### config.mk
export PLATFORM = sky130hd
export DESIGN_NAME = ai_cal
export DESIGN_NICKNAME = d
export VERILOG_FILES = /design/src/ai_cal.v
export VERILOG_INCLUDE_DIRS = /design/src
export SDC_FILE = /design/constraint.sdc
export NUM_CORES = 1
export LEC_CHECK = 0
export BUFFER_PORTS_ARGS = -buffer_cell sky130_fd_sc_hd__buf_2
export CAP_MARGIN = 10
export CORE_MARGIN = 3
export CORE_UTILIZATION = 25
export CTS_CLUSTER_SIZE = 25
export DETAILED_ROUTE_END_ITERATION = 10
export GPL_ROUTABILITY_DRIVEN = 0
export PLACE_DENSITY = 0.44
export SKIP_CTS_REPAIR_TIMING = 1
export SYNTH_ARGS = -nofsm -noshare
export SYNTH_HDL_FRONTEND = slang
export SYNTH_SLANG_ARGS = --single-unit
### constraint.sdc
create_clock -name I_CLK_SYS -period 9.2 [get_ports I_CLK_SYS]
set_input_delay 1.84 -clock I_CLK_SYS [delete_from_list [all_inputs] [get_ports I_CLK_SYS]]
set_output_delay 1.84 -clock I_CLK_SYS [all_outputs]
set_load 0.05 [all_outputs]
### src/ai_cal_consts.vh
`ifndef AI_CAL_CONSTS_VH
`define AI_CAL_CONSTS_VH

// register group codes and byte offsets, one 32-bit word per register
`define ADDR_GRP_OFFSET 2'h0
`define ADDR_GRP_MAXCNT 2'h1
`define ADDR_GRP_CONFIG 2'h2
`define ADDR_GRP_RESULT 2'h3
`define ADDR_STATUS 6'h00
`define OFS_OFFSET_BASE 8'h00
`define OFS_MAXCNT_BASE 8'h10
`define OFS_CONFIG_BASE 8'h20
`define OFS_RESULT_BASE 8'h30
`define OFS_STATUS 8'h40

// config field positions
`define CFG_ENABLE_BIT 0
`define CFG_AVG_BIT 1
`define CFG_RANGE_LSB 2
`define CFG_RANGE_MSB 4

// range codes
`define RANGE_1_TO_5 3'h0
`define RANGE_0_TO_5 3'h1
`define RANGE_0_TO_10 3'h2
`define RANGE_PM_5 3'h3
`define RANGE_PM_10 3'h4

// reset values
`define OFFSET_RESET 16'h0000
`define MAXCNT_RESET 16'h7D00
`define CONFIG_RESET 5'h01

// accepted spans
`define OFFSET_MIN 16'hFD01
`define OFFSET_MAX 16'h02FF
`define MAXCNT_MIN 16'h7A01
`define MAXCNT_MAX 16'h7FFF

// nominal full-scale count
`define FULL_SCALE 16'h7D00

// last step of the 32-step restoring divider
`define DIV_LAST_STEP 5'h1F

`endif

### src/ai_cal.v
`timescale 1ns/1ns
`default_nettype none
`include "ai_cal_consts.vh"

module ai_cal #(
    parameter AVG_LOG2 = 2
) (
    input wire I_CLK_SYS,
    input wire I_NRST,
    input wire [6:0] I_AVS_ADDRESS,
    input wire I_AVS_READ,
    input wire I_AVS_WRITE,
    input wire [31:0] I_AVS_WRITEDATA,
    output reg [31:0] O_AVS_READDATA,
    output reg O_AVS_WAITREQUEST,
    input wire I_RAW_VALID,
    input wire [1:0] I_RAW_CHAN,
    input wire [15:0] I_RAW_DATA,
    output reg O_RAW_READY,
    output reg O_RES_VALID,
    output reg [1:0] O_RES_CHAN,
    output reg [15:0] O_RES_DATA
);

    localparam ST_IDLE = 2'b00;
    localparam ST_DIV = 2'b01;
    localparam ST_FIN = 2'b10;
    localparam ACC_W = 16 + AVG_LOG2;

    reg signed [15:0] offset [0:3];
    reg [15:0] maxcnt [0:3];
    reg [4:0] chan_cfg [0:3];
    reg [15:0] result [0:3];
    reg signed [ACC_W-1:0] acc [0:3];
    reg [AVG_LOG2-1:0] avg_cnt [0:3];

    reg [1:0] state;
    reg [1:0] cur_chan;
    reg cur_neg;
    reg [31:0] quo;
    reg [17:0] rem;
    reg [16:0] den;
    reg [4:0] step;
    reg [2:0] sample_cnt;

    // saturate signed magnitude to 16-bit two's complement
    function [15:0] sat16;
        input neg;
        input [31:0] mag;
        begin
            if (neg) begin
                if (mag >= 32'h0000_8000)
                    sat16 = 16'h8000;
                else
                    sat16 = 16'h0000 - mag[15:0];
            end else begin
                if (mag >= 32'h0000_7FFF)
                    sat16 = 16'h7FFF;
                else
                    sat16 = mag[15:0];
            end
        end
    endfunction

    // sign-extend a 16-bit count for the 17-bit difference path
    function [16:0] sext17;
        input [15:0] v;
        begin
            sext17 = {v[15], v};
        end
    endfunction

    // one restoring-division step: new partial remainder
    function [17:0] div_rem;
        input [17:0] shifted;
        input [16:0] divisor;
        begin
            if (shifted >= {1'b0, divisor})
                div_rem = shifted - {1'b0, divisor};
            else
                div_rem = shifted;
        end
    endfunction

    // span checks for parameter writes; refused values keep the old one
    function ofs_in_span;
        input [15:0] v;
        begin
            ofs_in_span = ($signed(v) >= $signed(`OFFSET_MIN))
                && ($signed(v) <= $signed(`OFFSET_MAX));
        end
    endfunction

    function max_in_span;
        input [15:0] v;
        begin
            max_in_span = (v >= `MAXCNT_MIN) && (v <= `MAXCNT_MAX);
        end
    endfunction

    function rng_in_span;
        input [2:0] code;
        begin
            rng_in_span = (code <= `RANGE_PM_10);
        end
    endfunction

    wire bus_req = (I_AVS_READ | I_AVS_WRITE) & O_AVS_WAITREQUEST;
    wire bus_wr = I_AVS_WRITE & ~O_AVS_WAITREQUEST;
    wire [1:0] bus_grp = I_AVS_ADDRESS[5:4];
    wire [1:0] bus_ch = I_AVS_ADDRESS[3:2];
    wire bus_status = ({1'b0, I_AVS_ADDRESS} == `OFS_STATUS);
    wire bus_in_map = ~I_AVS_ADDRESS[6];
    wire signed [15:0] wr_val = I_AVS_WRITEDATA[15:0];

    wire ofs_ok = ofs_in_span(I_AVS_WRITEDATA[15:0]);
    wire max_ok = max_in_span(I_AVS_WRITEDATA[15:0]);
    wire rng_ok = rng_in_span(
        I_AVS_WRITEDATA[`CFG_RANGE_MSB:`CFG_RANGE_LSB]);

    // product magnitude fits 31 bits since |raw-off| stays below 33536
    wire accept = I_RAW_VALID & O_RAW_READY;
    wire [4:0] in_cfg = chan_cfg[I_RAW_CHAN];
    wire signed [16:0] diff = $signed(sext17(I_RAW_DATA))
        - $signed(sext17(offset[I_RAW_CHAN]));
    wire signed [32:0] prod = diff * $signed({1'b0, `FULL_SCALE});
    wire [32:0] prod_mag = prod[32] ? (33'h0 - prod) : prod;
    // divisor never falls below 30466, so no divide-by-zero guard
    wire [16:0] in_den = {1'b0, maxcnt[I_RAW_CHAN]}
        - sext17(offset[I_RAW_CHAN]);

    wire [17:0] rem_sh = {rem[16:0], quo[31]};
    wire rem_ge = rem_sh >= {1'b0, den};
    wire [15:0] corr = sat16(cur_neg, quo);
    wire signed [ACC_W-1:0] acc_sum = acc[cur_chan]
        + {{AVG_LOG2{corr[15]}}, corr};
    wire signed [ACC_W-1:0] acc_mean = acc_sum >>> AVG_LOG2;
    wire cur_avg = chan_cfg[cur_chan][`CFG_AVG_BIT];
    wire avg_last = &avg_cnt[cur_chan];
    wire in_fin = (state == ST_FIN);
    // a finishing sample publishes unless it is a non-final averaged one
    wire publish = in_fin && (!cur_avg || avg_last);

    reg [31:0] next_rdata;
    integer i;
    integer j;
    integer k;

    // read word for the addressed register; unmapped words read zero
    always @* begin
        next_rdata = 32'h0000_0000;
        if (bus_status) begin
            next_rdata = {29'h0, sample_cnt};
        end else if (bus_in_map) begin
            // parameters readable for remote access
            case (bus_grp)
                `ADDR_GRP_OFFSET:
                    next_rdata = {{16{offset[bus_ch][15]}}, offset[bus_ch]};
                `ADDR_GRP_MAXCNT:
                    next_rdata = {16'h0000, maxcnt[bus_ch]};
                `ADDR_GRP_CONFIG:
                    next_rdata = {27'h0, chan_cfg[bus_ch]};
                `ADDR_GRP_RESULT:
                    next_rdata = {{16{result[bus_ch][15]}}, result[bus_ch]};
                default:
                    next_rdata = 32'h0000_0000;
            endcase
        end
    end

    // register file with Avalon-MM slave, one wait cycle per access
    always @(posedge I_CLK_SYS or negedge I_NRST) begin
        if (!I_NRST) begin
            O_AVS_WAITREQUEST <= 1'b1;
            O_AVS_READDATA <= 32'h0000_0000;
            for (i = 0; i < 4; i = i + 1) begin
                offset[i] <= `OFFSET_RESET;
                maxcnt[i] <= `MAXCNT_RESET;
                chan_cfg[i] <= `CONFIG_RESET;
            end
        end else begin
            O_AVS_WAITREQUEST <= 1'b1;
            if (bus_req) begin
                O_AVS_WAITREQUEST <= 1'b0;
                O_AVS_READDATA <= next_rdata;
            end
            // write lands on the edge that completes the transfer
            if (bus_wr && bus_in_map && !bus_status) begin
                case (bus_grp)
                    `ADDR_GRP_OFFSET: begin
                        if (ofs_ok)
                            offset[bus_ch] <= wr_val;
                    end
                    `ADDR_GRP_MAXCNT: begin
                        if (max_ok)
                            maxcnt[bus_ch] <= I_AVS_WRITEDATA[15:0];
                    end
                    `ADDR_GRP_CONFIG: begin
                        if (rng_ok)
                            chan_cfg[bus_ch] <= I_AVS_WRITEDATA[4:0];
                    end
                    default: begin
                    end
                endcase
            end
        end
    end

    // conversion path; range code is stored only: the correction works
    // in counts, so the same span covers a different voltage per range
    always @(posedge I_CLK_SYS or negedge I_NRST) begin
        if (!I_NRST) begin
            state <= ST_IDLE;
            O_RAW_READY <= 1'b1;
            cur_chan <= 2'h0;
            cur_neg <= 1'b0;
            quo <= 32'h0000_0000;
            rem <= 18'h00000;
            den <= 17'h00000;
            step <= 5'h00;
        end else begin
            case (state)
                ST_IDLE: begin
                    // disabled channel: sample consumed, nothing done
                    if (accept && in_cfg[`CFG_ENABLE_BIT]) begin
                        O_RAW_READY <= 1'b0;
                        cur_chan <= I_RAW_CHAN;
                        // line through (off,0) and (max,32000), also
                        // extended below the offset
                        cur_neg <= prod[32];
                        quo <= prod_mag[31:0];
                        // calibration captured now: a write during the
                        // division only affects the next sample
                        den <= in_den;
                        rem <= 18'h00000;
                        step <= 5'h00;
                        state <= ST_DIV;
                    end
                end
                ST_DIV: begin
                    // restoring division, one quotient bit per cycle
                    rem <= div_rem(rem_sh, den);
                    quo <= {quo[30:0], rem_ge};
                    step <= step + 5'h01;
                    if (step == `DIV_LAST_STEP)
                        state <= ST_FIN;
                end
                ST_FIN: begin
                    // result, averaging and count blocks act on this state
                    O_RAW_READY <= 1'b1;
                    state <= ST_IDLE;
                end
                default: begin
                    state <= ST_IDLE;
                    O_RAW_READY <= 1'b1;
                end
            endcase
        end
    end

    // published result and its readback copy
    always @(posedge I_CLK_SYS or negedge I_NRST) begin
        if (!I_NRST) begin
            O_RES_VALID <= 1'b0;
            O_RES_CHAN <= 2'h0;
            O_RES_DATA <= 16'h0000;
            for (k = 0; k < 4; k = k + 1) begin
                result[k] <= 16'h0000;
            end
        end else begin
            O_RES_VALID <= 1'b0;
            if (publish) begin
                // mean of 2**AVG_LOG2 corrected samples
                if (cur_avg) begin
                    result[cur_chan] <= acc_mean[15:0];
                    O_RES_DATA <= acc_mean[15:0];
                end else begin
                    result[cur_chan] <= corr;
                    O_RES_DATA <= corr;
                end
                O_RES_CHAN <= cur_chan;
                O_RES_VALID <= 1'b1;
            end
        end
    end

    // averaging sums; disabling a channel or clearing its average bit
    // restarts the mean from an empty sum
    always @(posedge I_CLK_SYS or negedge I_NRST) begin
        if (!I_NRST) begin
            for (j = 0; j < 4; j = j + 1) begin
                acc[j] <= {ACC_W{1'b0}};
                avg_cnt[j] <= {AVG_LOG2{1'b0}};
            end
        end else begin
            for (j = 0; j < 4; j = j + 1) begin
                if (!chan_cfg[j][`CFG_ENABLE_BIT]
                    || !chan_cfg[j][`CFG_AVG_BIT]) begin
                    acc[j] <= {ACC_W{1'b0}};
                    avg_cnt[j] <= {AVG_LOG2{1'b0}};
                end
            end
            if (in_fin && cur_avg) begin
                if (avg_last) begin
                    acc[cur_chan] <= {ACC_W{1'b0}};
                    avg_cnt[cur_chan] <= {AVG_LOG2{1'b0}};
                end else begin
                    acc[cur_chan] <= acc_sum;
                    avg_cnt[cur_chan] <= avg_cnt[cur_chan]
                        + {{(AVG_LOG2-1){1'b0}}, 1'b1};
                end
            end
        end
    end

    // wrapping count of finished samples, shown in the status word
    always @(posedge I_CLK_SYS or negedge I_NRST) begin
        if (!I_NRST) begin
            sample_cnt <= 3'h0;
        end else if (in_fin) begin
            sample_cnt <= sample_cnt + 3'h1;
        end
    end

endmodule // ai_cal
`default_nettype wire

Word-level counts from Yosys, hierarchy flattened
Cells that the tools add are included.

Flip-flop bits (word level): 424. Latch bits: 0. RAM bits: 0. Bits in read-only memories: 0. Output and inout port bits: 53. Word-level logic and storage cells: 201. Memories kept: 0.

Add/subtract/negate cells: 9. Multiply operators: 1. Divide/modulo/power cells: 0. Magnitude comparators: 13. Equality and inequality tests: 9. Shift-type cells: 0. Multiplexer cells: 82. Bitwise operators: 14. Reductions and logical operators: 35.

Operator list (number): $bwmux 64 (4); $mux 16 (16); $bmux 16 s2 (5); $mux 72 (2); $mux 32 (4); $pmux 32 s4 (1); $mux 18 (7); $and 72x72->72 (1); $bwmux 72 (1); $not 72->72 (1); $demux 16 s2 (2); $mux 64 (1); $pmux 32 s2 (1); $bmux 18 s2 (1); $demux 18 s2 (1); $mux 17 (2); $pmux 17 s2 (1); $ge 32x15->1 const B (1); $ge 32x16->1 const B (1); $sub 1x32->32 const A (1); $bmux 5 s2 (3); $mul 17x8->25 const B (1); $mux 2 (11); $bwmux 20 (1); other kinds (44) (93).

Logic depth before layout (Yosys ltp)
Depth after elaboration: 10. Depth in mapped cells: 34. Mapped depth without buffers: 31.

Worst setup path after synthesis
No wires, ideal clock.

Kind: input-to-reg. From: in I_RAW_CHAN[0]. To: reg quo[20]. Library setup time: 0.129 ns. Arrival time: 9.392 ns. Required time: 9.071 ns. Slack: -0.321 ns. Cell stages on the path: 30. Cells stage by stage: clkbuf_1 buf_1 mux4_2 ha_1 nor2b_1 o21ai_0 a21boi_0 o211ai_1 a21oi_1 nand3b_1 nand2_1 o311ai_0 inv_1 fa_1 fa_1 inv_1 fa_1 inv_1 fa_1 inv_1 ha_1 nand2_1 nor2_1 a21oi_1 a21oi_1 o31ai_2 xor2_1 and2_1 xnor2_1 o21ai_1.

Cells in the longest elaborated chain, start to end: 10. Elaborated cells on any way between the ends: 16.

RTL lines: start: declaration (line ai_cal.v:17) `input wire [1:0] I_RAW_CHAN,`; $not 2->3 (implied by the code) (*) (line ai_cal.v:123, ai_cal.v:125); $bmux 16 s2 (line ai_cal.v:125) `- $signed(sext17(offset[I_RAW_CHAN]));`; $mux 16 (implied by the code) (2 in series) (line ai_cal.v:125); $sub 16x16->17 (line ai_cal.v:125); $mul 17x8->25 (line ai_cal.v:126) `` wire signed [32:0] prod = diff * $signed({1'b0, `FULL_SCALE}); ``; $sub 1x32->32 (line ai_cal.v:127) `wire [32:0] prod_mag = prod[32] ? (33'h0 - prod) : prod;`; $mux 32 (line ai_cal.v:127); $mux 32 (line ai_cal.v:225) `` if (accept && in_cfg[`CFG_ENABLE_BIT]) begin ``; $pmux 32 s2 (line ai_cal.v:222) `case (state)`; end signal: assignment (line ai_cal.v:231) `quo <= prod_mag[31:0];`; end signal: assignment (line ai_cal.v:243) `quo <= {quo[30:0], rem_ge};`; end: declaration (line ai_cal.v:40) `reg [31:0] quo;`.

Every way passes the cells marked *; elsewhere a longest branch is shown, timed or not. The select of a mux whose other input is x is not followed. A chain may end at the register's enable or synchronous reset.

Worst setup path after layout
From: in I_RAW_CHAN[0]. To: reg quo[29].

The elaborated chain is that of the path after synthesis.

==> impl_metrics.json <==
{
  "outcome": "completed",
  "max_freq_ghz": 0.115,
  "synthesis.yosys.warnings": 0,
  "setup.worst_path.start_class": "input port",
  "hold_path.class": "register to register",
  "ports": 115,
  "critical-path-top-cell-by-count": "sky130_fd_sc_hd__inv_1",
  "worst_path_largest_cell_delay_ns": 0.53,
  "grt_usage_pct": 13.7,
  "synth.lib_cells_used.distinct": 83,
  "leakage_nw": 13.9,
  "power.internal_w": 0.00682,
  "fraction_of_power_consumed_by_sequential_logic_pct": 17.6,
  "most_common_cell_in_the_netlist": "sky130_fd_sc_hd__dfrtp_1",
  "power.switching_w": 0.00508,
  "cts_max_level": 2,
  "ys_top_cells_by_area": "sky130_fd_sc_hd__dfrtp_1 37%, sky130_fd_sc_hd__mux4_2 9.8%, sky130_fd_sc_hd__ha_1 6.2%",
  "globalRouteOverflowTotal": 0,
  "final_design_area_excluding_fillers_um2": 30300,
  "slew_violations": 0,
  "ctsLongestPathBuffers": 3,
  "critical_path_fanouts_max": 5,
  "worst_skew_pair.late_latency_ns": 0.59,
  "total_die_area_um2": 107000,
  "synth-seq-area-share_pct": 39.8,
  "arrival_ns": 9.11,
  "routedWlPerCell_um": 18.5,
  "wire_length_of_the_first_global_routing_pass_um": 117000,
  "initial_core_utilization_pct": 25.3,
  "clk_root_buffer_cell": "sky130_fd_sc_hd__clkbuf_16",
  "edff_count_synth": 0,
  "crit_slowest_cell": "sky130_fd_sc_hd__fa_1",
  "setup.worst_path.class": "input port to register",
  "num_rows": 117,
  "synth.cell_area_um2": 25800,
  "setup_tns_ns": 0,
  "dieHeight_um": 327,
  "antenna_violations_before_repair": 3,
  "grt_max_degree": 174,
  "first_iter_violations": 990,
  "dominantRegCellSynth": "sky130_fd_sc_hd__dfrtp_1",
  "die_x_um": 327,
  "io_buffer_count": 98,
  "finalCriticalPeriod_ns": 8.70,
  "final.setup_skew_ns": 0.0268,
  "grt_setup_unrepaired": "false",
  "syn_to_final_growth_pct": 17.5,
  "report.final.hold_viol_count": 0,
  "switching_share_of_power_pct": 42.7,
  "max_slew_margin_pct": 22.9,
  "fin_crit_sh_pct": 94.6,
  "asyncSetResetFlopFracSynth_pct": 100,
  "tritoncts_clock_tree": "built",
  "cts_num_sinks": 409,
  "dpl_cell_area_um2": 28700,
  "syn-num-nets": 2670,
  "power.clock.fraction_pct": 16.5,
  "tritoncts.num_buffers": 45,
  "number_of_register_bits_inferred_by_synthesis": 409,
  "dp_worst_setup_slack_ns": -0.282,
  "critPathTopFamily": "adder cells",
  "vias": 19200,
  "drt_pre_antenna_iters": 5,
  "max_slew.worst_pin.slew_ns": 1.16,
  "peakVddDrop_mv": 0.423,
  "vias_in_the_first_global_route": 20100,
  "cts.reportedPaths.clkPinSlew_ns": 0.06,
  "pwr_density_cell_nw_per_um2": 393,
  "route.detailed.drc": 0,
  "cp_data_required_time_ns": 9.61,
  "post_synth_most_frequent_cells": "379 x sky130_fd_sc_hd__dfrtp_1, 220 x sky130_fd_sc_hd__inv_1, 167 x sky130_fd_sc_hd__nand2_1",
  "antenna_violating_nets_post_route": 0,
  "n_antenna_cell": 0,
  "worst_slack_ns": 0.498,
  "design.final.nets": 2827,
  "layout-drive-gt1-share_pct": 24.6,
  "finalWirelength_um": 73700,
  "synthesized_area_divided_by_synthesized_cell_count_um2": 10.7,
  "cp-end-kind": "register",
  "syn-instance-count": 2421,
  "area_share_of_the_largest_cell_type_after_synthesis_pct": 36.8,
  "placeableCoreArea_um2": 102000,
  "via_density_per_instance": 4.83,
  "hpwlAfterDp_um": 52700,
  "maxCapViolCount": 0,
  "comb_power_share_pct": 65.9,
  "post-synth-top-area-cell": "sky130_fd_sc_hd__dfrtp_1",
  "critical_path_buf_inv_count": 9,
  "final-setup-viol-count": 0
}
final cells by class:
class | count | area [µm²]
timing repair buffer | 245 | 1670
clock buffer | 70 | 1390
tap | 1368 | 1710
sequential | 409 | 10300
multi-input combinational | 1656 | 14200
fill | 10600 | 71700
inverter | 221 | 830
clock inverter | 13 | 206
worst paths after layout:
path	from	to	slack, ns	cells past startpoint
worst max-delay path	I_RAW_CHAN[0]	quo[29]$_DFFE_PN0P_	0.50	32
worst min-delay path	O_RES_DATA[7]$_DFFE_PN0P_	O_RES_DATA[7]$_DFFE_PN0P_	0.48	2
worst max register to register	offset[17]$_DFFE_PN0P_	quo[24]$_DFFE_PN0P_	1.67	33
worst min register to register	O_RES_DATA[7]$_DFFE_PN0P_	O_RES_DATA[7]$_DFFE_PN0P_	0.48	2
max in group asynchronous	I_NRST	den[6]$_DFFE_PN0P_	6.61	2
min in group asynchronous	I_NRST	result[26]$_DFFE_PN0P_	1.22	1
flip-flops by register name (all words and copies together) (netlist names):
| signal | cells |
|---|---|
| O_AVS_WAITREQUEST | 1 |
| acc | 72 |
| O_RAW_READY | 1 |
| result | 64 |
| rem | 17 |
| state | 2 |
| O_RES_CHAN | 2 |
| quo | 32 |
| O_AVS_READDATA | 17 |
| sample_cnt | 3 |
| cur_chan | 2 |
| maxcnt | 64 |
| O_RES_VALID | 1 |
| O_RES_DATA | 16 |
| chan_cfg | 20 |
| offset | 64 |
| den | 17 |
| cur_neg | 1 |
| step | 5 |
| avg_cnt | 8 |
power by group through the flow:
stage,Sequential [W],Combinational [W],Clock [W]
floorplan,0.00210,0.00488,0
CTS,0.00210,0.00785,0.00203
finish,0.00210,0.00785,0.00196
global placement,0.00212,0.00775,0
detailed placement,0.00213,0.00777,0
global route,0.00212,0.00884,0.00209
routing by layer:
metal  track usage [%]  vias to the layer above  wire length (µm)
li1                  -                     8920                 -
met1              18.6                     9817             33700
met2              22.8                      394             35000
met3              1.79                      108              2810
met4              3.94                        4              2090
met5                 0                        -                18
through the flow:
stage | power, W | utilization, % | instances | hold WS (ns)
after global placement | 0.00987 | 28.1 | 3899 | 0.460
after detailed placement | 0.00989 | 28.1 | 3899 | 0.467
after CTS | 0.0120 | 29.6 | 3982 | 0.482
after floorplan | 0.00697 | - | 2421 | 0.443
after global routing | 0.0130 | 29.7 | 3982 | 0.500
final | 0.0119 | 29.7 | 3982 | 0.476
worst reg2reg max path, delay by kind of cell, from the launching register on:
family	cells	cell delay (ns)
compound gates	11	2.01
fa+ha+maj	6	2.54
simple gates	4	0.47
buf+inv	8	0.86
mux	1	0.54
flops	1	0.40
xor+xnor	3	0.58
logic make-up (layout without fill, tap and decap cells):
| group | Yosys count | in the layout | share of synthesized area [%] |
|---|---|---|---|
| simple gates | 554 | 554 | 10.2 |
| compound gates | 542 | 542 | 13.7 |
| flops | 409 | 409 | 39.8 |
| buf+inv | 356 | 549 | 5.48 |
| mux | 265 | 265 | 16.3 |
| fa+ha+maj | 188 | 188 | 10.8 |
| xor+xnor | 107 | 107 | 3.72 |
cells in the final DEF, fill, tap and decap left out, types with 15 or more instances in the layout:
| cell type | Yosys | final |
|---|---|---|
| sky130_fd_sc_hd__nand2_1 | 167 | 167 |
| sky130_fd_sc_hd__or3_1 | 17 | 17 |
| sky130_fd_sc_hd__a21o_1 | 22 | 22 |
| sky130_fd_sc_hd__nor2_1 | 154 | 145 |
| sky130_fd_sc_hd__nor2b_1 | 20 | 19 |
| sky130_fd_sc_hd__xnor2_1 | 68 | 66 |
| sky130_fd_sc_hd__nand2b_1 | 28 | 28 |
| sky130_fd_sc_hd__a21oi_1 | 133 | 128 |
| sky130_fd_sc_hd__ha_1 | 128 | 128 |
| sky130_fd_sc_hd__a22o_1 | 78 | 78 |
| sky130_fd_sc_hd__clkbuf_16 | 0 | 46 |
| sky130_fd_sc_hd__dfstp_2 | 30 | 30 |
| sky130_fd_sc_hd__nor3_1 | 37 | 34 |
| sky130_fd_sc_hd__dfrtp_1 | 379 | 378 |
| sky130_fd_sc_hd__clkbuf_8 | 0 | 15 |
| sky130_fd_sc_hd__nand3_1 | 52 | 52 |
| sky130_fd_sc_hd__or2_2 | 15 | 15 |
| sky130_fd_sc_hd__mux4_2 | 112 | 112 |
| sky130_fd_sc_hd__o21ai_1 | 14 | 15 |
| sky130_fd_sc_hd__o21a_1 | 17 | 17 |
| sky130_fd_sc_hd__o21ai_0 | 153 | 151 |
| sky130_fd_sc_hd__buf_2 | 11 | 96 |
| sky130_fd_sc_hd__xor2_1 | 36 | 36 |
| sky130_fd_sc_hd__a22oi_1 | 27 | 27 |
| sky130_fd_sc_hd__inv_1 | 220 | 220 |
| sky130_fd_sc_hd__mux2_2 | 115 | 115 |
| sky130_fd_sc_hd__buf_4 | 15 | 142 |
| sky130_fd_sc_hd__mux2i_1 | 37 | 37 |
| sky130_fd_sc_hd__fa_1 | 59 | 59 |
(Power assumes the default switching activity.)
